File: config.mk
export PLATFORM = sky130hd
export DESIGN_NAME = adc_sample_buffer_status
export DESIGN_NICKNAME = d
export VERILOG_FILES = /design/src/logic/adc_sample_buffer_status.v
export VERILOG_INCLUDE_DIRS = /design/src /design/src/logic
export SDC_FILE = /design/constraint.sdc
export NUM_CORES = 2
export LEC_CHECK = 0
export ABC_AREA = 1
export BUFFER_PORTS_ARGS = -buffer_cell sky130_fd_sc_hd__clkbuf_2
export CAP_MARGIN = 0
export CORE_UTILIZATION = 40
export DETAILED_ROUTE_END_ITERATION = 6
export HOLD_SLACK_MARGIN = 0.15
export PLACE_DENSITY = 0.52
export SLEW_MARGIN = 20
export SYNTH_ARGS = -nofsm -noshare
export SYNTH_HDL_FRONTEND = slang
export SYNTH_SLANG_ARGS = --single-unit
export TNS_END_PERCENT = 5
File: constraint.sdc
create_clock -name clk -period 6.4 [get_ports clk]
set_input_delay 0.32 -clock clk [delete_from_list [all_inputs] [get_ports clk]]
set_output_delay 0.32 -clock clk [all_outputs]
set_load 0.01 [all_outputs]
File: src/logic/adc_acq_defines.vh
/*
  Constants for the acquisition control block: command codes, register
  offsets, status bit positions, buffer size and timing counts.
  Assumes inclusion by bare name from the design file.
*/
`ifndef ADC_ACQ_DEFINES_VH
`define ADC_ACQ_DEFINES_VH

`define DATA_W 16
`define ADDR_W 4
`define BUF_AW 6
`define BUF_DEPTH 64
`define CNT_W 7
// Sample codes: offset binary, 65536 steps, 32768 is 0 V
`define CODE_STEPS 65536
`define CODE_ZERO_V 16'h8000

// Register word offsets
`define REG_CTRL 4'h0
`define REG_CMD 4'h1
`define REG_STATUS 4'h2
`define REG_THRESH 4'h3
`define REG_COUNT 4'h4
`define REG_REPEAT 4'h5
`define REG_DATA 4'h6
`define REG_REPLIM 4'h7
`define REG_BACK 4'h8

// Control fields
`define CTRL_RING 0
`define CTRL_START_LO 1
`define CTRL_START_HI 2
`define CTRL_EXTCLK 3
`define CTRL_DEVBUF 4
`define CTRL_RESET 16'h0010

// Start condition encodings
`define START_SW 2'h0
`define START_TRIG 2'h1
`define START_LEVEL 2'h2

// Command bits
`define CMD_START 0
`define CMD_STOP 1
`define CMD_STATCLR 2
`define CMD_MEMCLR 3

// Status bits
`define ST_RUN 0
`define ST_WAIT 1
`define ST_THRESH 2
`define ST_OVF 3
`define ST_CLKERR 4
`define ST_CONVERR 5

// Timing: converter needs 2 us per sample, watchdog 1 ms
`define CONV_MIN_NS 2000
`define CLK_NS 25
`define CONV_MIN_CYC 80
`define WDOG_NS 1000000
`define WDOG_CYC 40000

`endif

File: src/logic/adc_sample_buffer_status.v
/*
  Acquisition control: start/stop, trigger wait, sample buffer in FIFO
  or ring form, status flags, counters and buffer reads over a simple
  register port. Assumes a converter that pulses convDone with data,
  a sampling tick and trigger from pins, and host on the same clock.
*/
`timescale 1ns/100ps
`default_nettype none
`include "adc_acq_defines.vh"

// How it works
// - Start command begins sampling; stop command halts it at any time.
// - Status and buffer reads work while sampling continues.
// - Operating flag set from start until done, error or stop.
// - Trigger or level start sets waiting flag until trigger arrives.
// - Waiting flag sets again on every re-entry in repeat mode with trigger or level start.
// - Threshold flag sets when stored count reaches programmed count.
// - FIFO: threshold flag clears when reads drop count below threshold.
// - Ring: threshold flag stays set until reset or memory reset.
// - Writing into full buffer sets overflow; FIFO then stops.
// - Ring overflow keeps converting and overwrites oldest data.
// - Sampling period shorter than conversion time sets clock error.
// - Running too long without conversion sets conversion error, stops.
// - Stored sample count readable, only in device buffer mode.
// - Current repeat count readable.
// - FIFO read returns oldest sample and frees its space.
// - Ring read counts back from write position, keeps data.
// - Samples are 16-bit offset binary, 32768 means 0 V.
// - Status reset clears clock error and conversion error.
// - Memory reset, only in device buffer mode, clears buffer pointers, overflow, threshold, count; repeat only if no stop, error or repeat end that cycle.
// - Any error stops sampling whatever stop condition is set.
module adc_sample_buffer_status #(
  parameter WDOG_CYCLES = `WDOG_CYC
) (
  input wire clk, // 40 MHz clock
  input wire rst, // Synchronous reset, high
  input wire [`ADDR_W-1:0] addr, // Register word address
  input wire [15:0] wrData, // Write data
  input wire wrStb, // Write strobe
  input wire rdStb, // Read strobe
  output reg [15:0] rdData, // Read data, cycle after strobe
  input wire sampleTickPin, // Sampling clock edge source (pin)
  input wire trigPin, // External start trigger (pin)
  input wire levelHit, // Level comparison met, same clock
  input wire convDone, // Conversion done pulse, same clock
  input wire [`DATA_W-1:0] convData, // Converted sample, offset binary
  output reg convStart, // Starts one conversion, pulse
  output reg [5:0] status // Status flags
);

  localparam S_IDLE = 2'h0;
  localparam S_WAIT = 2'h1;
  localparam S_RUN = 2'h2;

  reg [1:0] state;
  reg [15:0] ctrl;
  reg [`CNT_W-1:0] thresh;
  reg [15:0] repLimit;
  reg [15:0] repCount;
  reg [`CNT_W-1:0] backCnt;
  reg [`DATA_W-1:0] mem [0:`BUF_DEPTH-1];
  reg [`BUF_AW-1:0] wrPtr;
  reg [`BUF_AW-1:0] rdPtr;
  reg [`CNT_W-1:0] count;
  reg tickS1, tickS2, tickS3;
  reg trigS1, trigS2, trigS3;
  reg [15:0] periodCnt;
  reg [17:0] wdogCnt;
  reg busy;
  reg [15:0] next_rdData;

  wire ringMode = ctrl[`CTRL_RING];
  wire [1:0] startSel = ctrl[`CTRL_START_HI:`CTRL_START_LO];
  wire devBuf = ctrl[`CTRL_DEVBUF];
  wire cmdWr = wrStb && (addr == `REG_CMD);
  wire cmdStart = cmdWr && wrData[`CMD_START];
  wire cmdStop = cmdWr && wrData[`CMD_STOP];
  wire cmdStatClr = cmdWr && wrData[`CMD_STATCLR];
  wire cmdMemClr = cmdWr && wrData[`CMD_MEMCLR] && devBuf;
  wire tickEdge = tickS2 && !tickS3;
  wire trigEdge = trigS2 && !trigS3;
  wire full = (count == `BUF_DEPTH);
  wire empty = (count == {`CNT_W{1'b0}});
  wire dataRd = rdStb && (addr == `REG_DATA);
  wire fifoPop = dataRd && !ringMode && !empty;
  wire writeEn = convDone && (state == S_RUN);
  wire overflowEv = writeEn && full && !fifoPop;
  wire storeEn = writeEn && (!full || ringMode || fifoPop);
  wire clkErrEv = (state == S_RUN) && tickEdge && busy
    && (periodCnt < `CONV_MIN_CYC);
  wire convErrEv = (state != S_IDLE) && (wdogCnt >= WDOG_CYCLES - 1);
  wire fifoStop = overflowEv && !ringMode;
  wire errStop = clkErrEv || convErrEv || fifoStop;
  wire startMet = (startSel == `START_TRIG) ? trigEdge
    : (startSel == `START_LEVEL) ? levelHit : 1'b1;
  // Each stored sample closes one repetition when a limit is set
  wire repeatEnd = writeEn && (repLimit != 16'h0000);
  wire [`CNT_W-1:0] nextCount = count + {{(`CNT_W-1){1'b0}}, storeEn && (!full || fifoPop)}
    - {{(`CNT_W-1){1'b0}}, fifoPop};
  wire [`CNT_W-1:0] countAfter = cmdMemClr ? {`CNT_W{1'b0}} : nextCount;
  wire [`BUF_AW-1:0] backAddr = wrPtr - backCnt[`BUF_AW-1:0];

  // Pin synchronisers
  always @(posedge clk)
  begin
    tickS1 <= sampleTickPin;
    tickS2 <= tickS1;
    tickS3 <= tickS2;
    trigS1 <= trigPin;
    trigS2 <= trigS1;
    trigS3 <= trigS2;
  end

  // Configuration registers
  always @(posedge clk)
  begin
    if (rst)
    begin
      ctrl <= `CTRL_RESET;
      thresh <= {`CNT_W{1'b0}};
      repLimit <= 16'h0000;
      backCnt <= {`CNT_W{1'b0}};
    end
    else if (wrStb)
    begin
      case (addr)
        `REG_CTRL: ctrl <= wrData;
        `REG_THRESH: thresh <= wrData[`CNT_W-1:0];
        `REG_REPLIM: repLimit <= wrData;
        `REG_BACK: backCnt <= wrData[`CNT_W-1:0];
        default: ;
      endcase
    end
  end

  // Run control
  always @(posedge clk)
  begin
    if (rst)
    begin
      state <= S_IDLE;
      repCount <= 16'h0000;
    end
    else if (cmdStop || errStop)
    begin
      state <= S_IDLE;
    end
    else
    begin
      if (cmdMemClr)
        repCount <= 16'h0000;
      case (state)
        S_IDLE:
          if (cmdStart)
            state <= (startSel == `START_SW) ? S_RUN : S_WAIT;
        S_WAIT:
          if (startMet)
            state <= S_RUN;
        S_RUN:
          if (repeatEnd)
          begin
            repCount <= repCount + 16'h0001;
            if (repCount + 16'h0001 >= repLimit)
              state <= S_IDLE;
            else
              state <= (startSel == `START_SW) ? S_RUN : S_WAIT;
          end
        default: state <= S_IDLE;
      endcase
    end
  end

  // Conversion request, period check and watchdog
  always @(posedge clk)
  begin
    if (rst)
    begin
      convStart <= 1'b0;
      busy <= 1'b0;
      periodCnt <= 16'h0000;
      wdogCnt <= 18'h00000;
    end
    else
    begin
      convStart <= (state == S_RUN) && tickEdge && !busy && !repeatEnd;
      if ((state == S_RUN) && tickEdge && !busy && !repeatEnd)
        busy <= 1'b1;
      else if (convDone || state != S_RUN)
        busy <= 1'b0;
      if (tickEdge)
        periodCnt <= 16'h0000;
      else if (periodCnt != 16'hFFFF)
        periodCnt <= periodCnt + 16'h0001;
      if (state == S_IDLE || convDone)
        wdogCnt <= 18'h00000;
      else
        wdogCnt <= wdogCnt + 18'h00001;
    end
  end

  // Sample buffer
  always @(posedge clk)
  begin
    if (storeEn)
      mem[wrPtr] <= convData;
  end

  always @(posedge clk)
  begin
    if (rst || cmdMemClr)
    begin
      wrPtr <= {`BUF_AW{1'b0}};
      rdPtr <= {`BUF_AW{1'b0}};
      count <= {`CNT_W{1'b0}};
    end
    else
    begin
      if (storeEn)
        wrPtr <= wrPtr + 1'b1;
      if (fifoPop || (storeEn && full && ringMode))
        rdPtr <= rdPtr + 1'b1;
      count <= nextCount;
    end
  end

  // Status flags; hardware set wins over clear
  always @(posedge clk)
  begin
    if (rst)
      status <= 6'h00;
    else
    begin
      status[`ST_RUN] <= (state != S_IDLE) && !cmdStop && !errStop
        || (state == S_IDLE) && cmdStart && !cmdStop;
      status[`ST_WAIT] <= (state == S_WAIT) && !startMet && !cmdStop && !errStop
        || (state == S_IDLE) && cmdStart && !cmdStop && (startSel != `START_SW)
        || (state == S_RUN) && repeatEnd && !errStop && !cmdStop
          && (repCount + 16'h0001 < repLimit) && (startSel != `START_SW);
      if (countAfter >= thresh && thresh != {`CNT_W{1'b0}})
        status[`ST_THRESH] <= 1'b1;
      else if (cmdMemClr || (!ringMode && countAfter < thresh))
        status[`ST_THRESH] <= 1'b0;
      if (overflowEv)
        status[`ST_OVF] <= 1'b1;
      else if (cmdMemClr)
        status[`ST_OVF] <= 1'b0;
      if (clkErrEv)
        status[`ST_CLKERR] <= 1'b1;
      else if (cmdStatClr)
        status[`ST_CLKERR] <= 1'b0;
      if (convErrEv)
        status[`ST_CONVERR] <= 1'b1;
      else if (cmdStatClr)
        status[`ST_CONVERR] <= 1'b0;
    end
  end

  // Read mux
  always @*
  begin
    next_rdData = 16'h0000;
    case (addr)
      `REG_CTRL: next_rdData = ctrl;
      `REG_STATUS: next_rdData = {10'h000, status};
      `REG_THRESH: next_rdData = {{(16-`CNT_W){1'b0}}, thresh};
      `REG_COUNT: next_rdData = devBuf ? {{(16-`CNT_W){1'b0}}, count} : 16'h0000;
      `REG_REPEAT: next_rdData = repCount;
      `REG_DATA:
        if (ringMode)
          next_rdData = mem[backAddr];
        else if (!empty)
          next_rdData = mem[rdPtr];
      `REG_REPLIM: next_rdData = repLimit;
      `REG_BACK: next_rdData = {{(16-`CNT_W){1'b0}}, backCnt};
      default: next_rdData = 16'h0000;
    endcase
  end

  always @(posedge clk)
  begin
    if (rst)
      rdData <= 16'h0000;
    else if (rdStb)
      rdData <= next_rdData;
    else
      rdData <= 16'h0000;
  end

endmodule
`default_nettype wire

==> results.yml <==
run_status:
  status: "finished clean"
global_route:
  grt_util_met2_pct: 45.2
  antenna_found_initial: 4
  grt_pass1_wl_um: 330000
  use_met3_pct: 5.06
  grt_pass1_vias: 48200
  gr-total-overflow: 0
  grtUsageMet1_pct: 41.4
  track_usage_pct: 29.8
  grt-busiest-layer: "met2"
  grt_max_degree: 186
finish:
  n_antenna_cell: 0
  drive_gt1_share_pct: 7.28
  synthToLayoutAreaGrowth_pct: 12.0
  utilization_pct: 45.1
  most-common-layout-cells: "nand2_1, nand3_1, edfxtp_1, inv_1, a21oi_1"
  nNetsFinal: 6997
  final_common_cell: "nand2_1"
  finalInstanceArea_um2: 66500
synth:
  ys_warn_count: 0
  avgSynthCellArea_um2: 8.51
  synth_seq_cells: 1177
  dominantRegCellSynth: "edfxtp_1"
  synthArstFlopShare_pct: 0
  synth.net_count: 7075
  yosys.cell_types.count: 51
  synth_edf_count: 1024
  synthCells: 6987
  ys_seq_area_share_pct: 56.9
  syn_area_um2: 59400
placed_design:
  gp_congestion: 0.957
  place_ws_ns: 1.68
  placed_area_um2: 61800
  io_buffer_count: 66
  hpwl_um: 133000
timing:
  relSlewSlack_pct: 25.6
  fin_crit_ns: 4.68
  max_freq_mhz: 214
  rsz0062_at_grt: "no"
  setup_viol: 0
  min_period_over_period_pct: 73.1
  skew_ns: 0.0279
  whs_ns: 0.204
  final.setup.tns_ns: 0
  maxSlewViolCount: 0
  finalHoldViolations: 0
  fin_ws_ns: 1.72
  worst_slew_pin_slew_ns: 1.11
floorplan:
  rows: 141
  floorplan.initialDensity_pct: 40.2
  fp.dieH_um: 387
  fp.coreArea_um2: 148000
  dieArea_um2: 150000
  die_x_um: 387
  pin_count: 67
setup_path:
  rr_endpoint: "rdData[14]$_SDFF_PP0_"
  crit_path_max_incr_delay_ns: 0.93
  crit_start: "wrPtr[0]$_SDFFE_PP0P_"
  startpoint_type: "flop"
  crit_top_cell: "nand3_1"
  endpoint_kind: "flop"
  crit_chain: "inv_1, ha_4, inv_1, fa_4, inv_8, buf_12, nand3_1, nand3_1, nand2_1, nand2_1, nand3_1, nand3_1, nand3_1, nand2_1, inv_1, nand2_1, a21oi_1"
  cp.arrival_ns: 5.30
  cp.buffers_inverters: 5
  critPathSlowestCell: "fa_4"
  r2r-start: "wrPtr[0]$_SDFFE_PP0P_"
  crit_fanout: 80
  r2r_setup_slack_ns: 1.72
  worstPathRequired_ns: 7.02
  r2r_cells: 17
  worstSetupPathType: "flop to flop"
  crit_family: "buffers and inverters"
clock_network:
  postCtsSetupRepairBufs: 0
  numCtsBuffers: 139
  clk_pin_slew_worst_paths_ns: 0.06
  cts_tree: "yes"
  htreeDepth: 4
  cts_sinks: 1177
  cts_buffer_depth: 3
  clock-root-buffer: "clkbuf_16"
  clk_latency_ns: 0.77
worst_hold_path:
  whs_path_depth: 4
  hold_start: "addr[1]"
  min_to: "rdData[9]$_SDFF_PP0_"
  min_path_type: "input pin to flop"
power:
  p_per_area_nw_per_um2: 280
  internal_power_mw: 13.6
  comb_power_share_pct: 12.6
  clkPwrFrac_pct: 42.3
  sw_frac_of_total_pct: 26.9
  pwr-share-seq_pct: 45.1
  power_leakage_nw: 25.5
  max-vdd-ir-drop_mv: 0.262
  p_sw_mw: 5.01
route:
  ant_nets: 0
  first_pass_iters: 6
  drtIter0Drc: 6860
  num_vias: 52002
  routed_via_density: 5.81
  wl_um: 230000
  wl_per_cell_um: 25.7
  drc: 0
job:
  drv_cap: 0
-- cells by family after synthesis --
group                      share of synthesized area (%)
AOI/OAI and AO/OA                                   2.99
xor gates and xnor gates                           0.427
adders and majority gates                          0.952
buffers and inverters                               4.74
DFF                                                 56.9
and+or+nand+nor                                     34.0
-- how the worst max path moves through the flow --
stage                     cells past startpoint  slack [ns]                      to
after global routing                         25        1.46  status[2]$_SDFFE_PP0P_
after floorplan                              26        2.72  status[2]$_SDFFE_PP0P_
final                                        17        1.72   rdData[14]$_SDFF_PP0_
after CTS                                    25        1.89  status[2]$_SDFFE_PP0P_
after global placement                       27        1.56  status[2]$_SDFFE_PP0P_
after detailed placement                     27        1.68  status[2]$_SDFFE_PP0P_
-- layout make-up --
class,instances,area [um^2]
Fill cell,13977,81100
Clock buffer,194,3960
Timing Repair Buffer,250,2050
Sequential cell,1177,33800
Tap cell,1930,2410
Clock inverter,58,509
Multi-Input combinational cell,5145,23000
Inverter,196,778
-- state kept, by name, indices dropped and copies added, names as in the netlist, 6 cells and up, named ones only --
| register | flops |
|---|---|
| rdData | 16 |
| thresh | 7 |
| rdPtr | 6 |
| wdogCnt | 18 |
| backCnt | 7 |
| status | 6 |
| periodCnt | 16 |
| wrPtr | 6 |
| ctrl | 16 |
| repCount | 16 |
| mem | 1024 |
| count | 7 |
| repLimit | 16 |
-- cell usage after synthesis (all sizes together) (5+ instances only) --
| cell type | instances | area [um^2] |
|---|---|---|
| a2111oi | 5 | 43.8 |
| a21oi | 156 | 781 |
| a31oi | 6 | 52.6 |
| buf | 300 | 1440 |
| clkbuf | 169 | 634 |
| clkinv | 5 | 20.0 |
| dfxtp | 153 | 3060 |
| edfxtp | 1024 | 30700 |
| ha | 42 | 526 |
| inv | 191 | 717 |
| nand2 | 2733 | 10300 |
| nand3 | 1721 | 8610 |
| nand4 | 36 | 238 |
| nor2 | 202 | 761 |
| nor3 | 31 | 171 |
| nor4 | 10 | 62.6 |
| o211ai | 7 | 52.6 |
| o21ai | 121 | 606 |
| o22ai | 18 | 113 |
| xnor2 | 7 | 61.3 |
| xor2 | 22 | 193 |
-- worst min-delay path: cells and delay by family --
family	cells	cell delay [ns]
AND/OR/NAND/NOR	1	0.11
buffers and inverters	1	0.12
AO/OA/AOI/OAI	2	0.36
-- routing by layer --
metal  routed length, um  vias to the layer above
met4               11500                        2
met2              101000                     2745
met3               21200                      480
met5                  13                        -
li1                    -                    23677
met1               96200                    25098
-- power groups by stage --
| stage | clock [mW] | sequential (mW) | combinational [mW] |
|---|---|---|---|
| 3_3_place_gp | 0 | 8.55 | 2.30 |
| 6_report | 7.86 | 8.40 | 2.35 |
| 5_1_grt | 8.24 | 8.40 | 2.51 |
| 4_1_cts | 7.96 | 8.40 | 2.30 |
| 3_5_place_dp | 0 | 8.56 | 2.28 |
| 2_1_floorplan | 0 | 8.55 | 1.35 |
-- per-stage QoR --
stage	cells	total power, mW
2_1_floorplan	6987	9.89
3_3_place_gp	8673	10.9
3_5_place_dp	8673	10.8
4_1_cts	8950	18.7
5_1_grt	8950	19.1
6_report	8950	18.6
-- what timing repair did --
action / CTS / global route
hold buffers: 25 / 0
gates resized for setup: 0 / 0
hold endpoints to repair: 71 / 0
No activity file was read; power rests on OpenSTA's default activity.
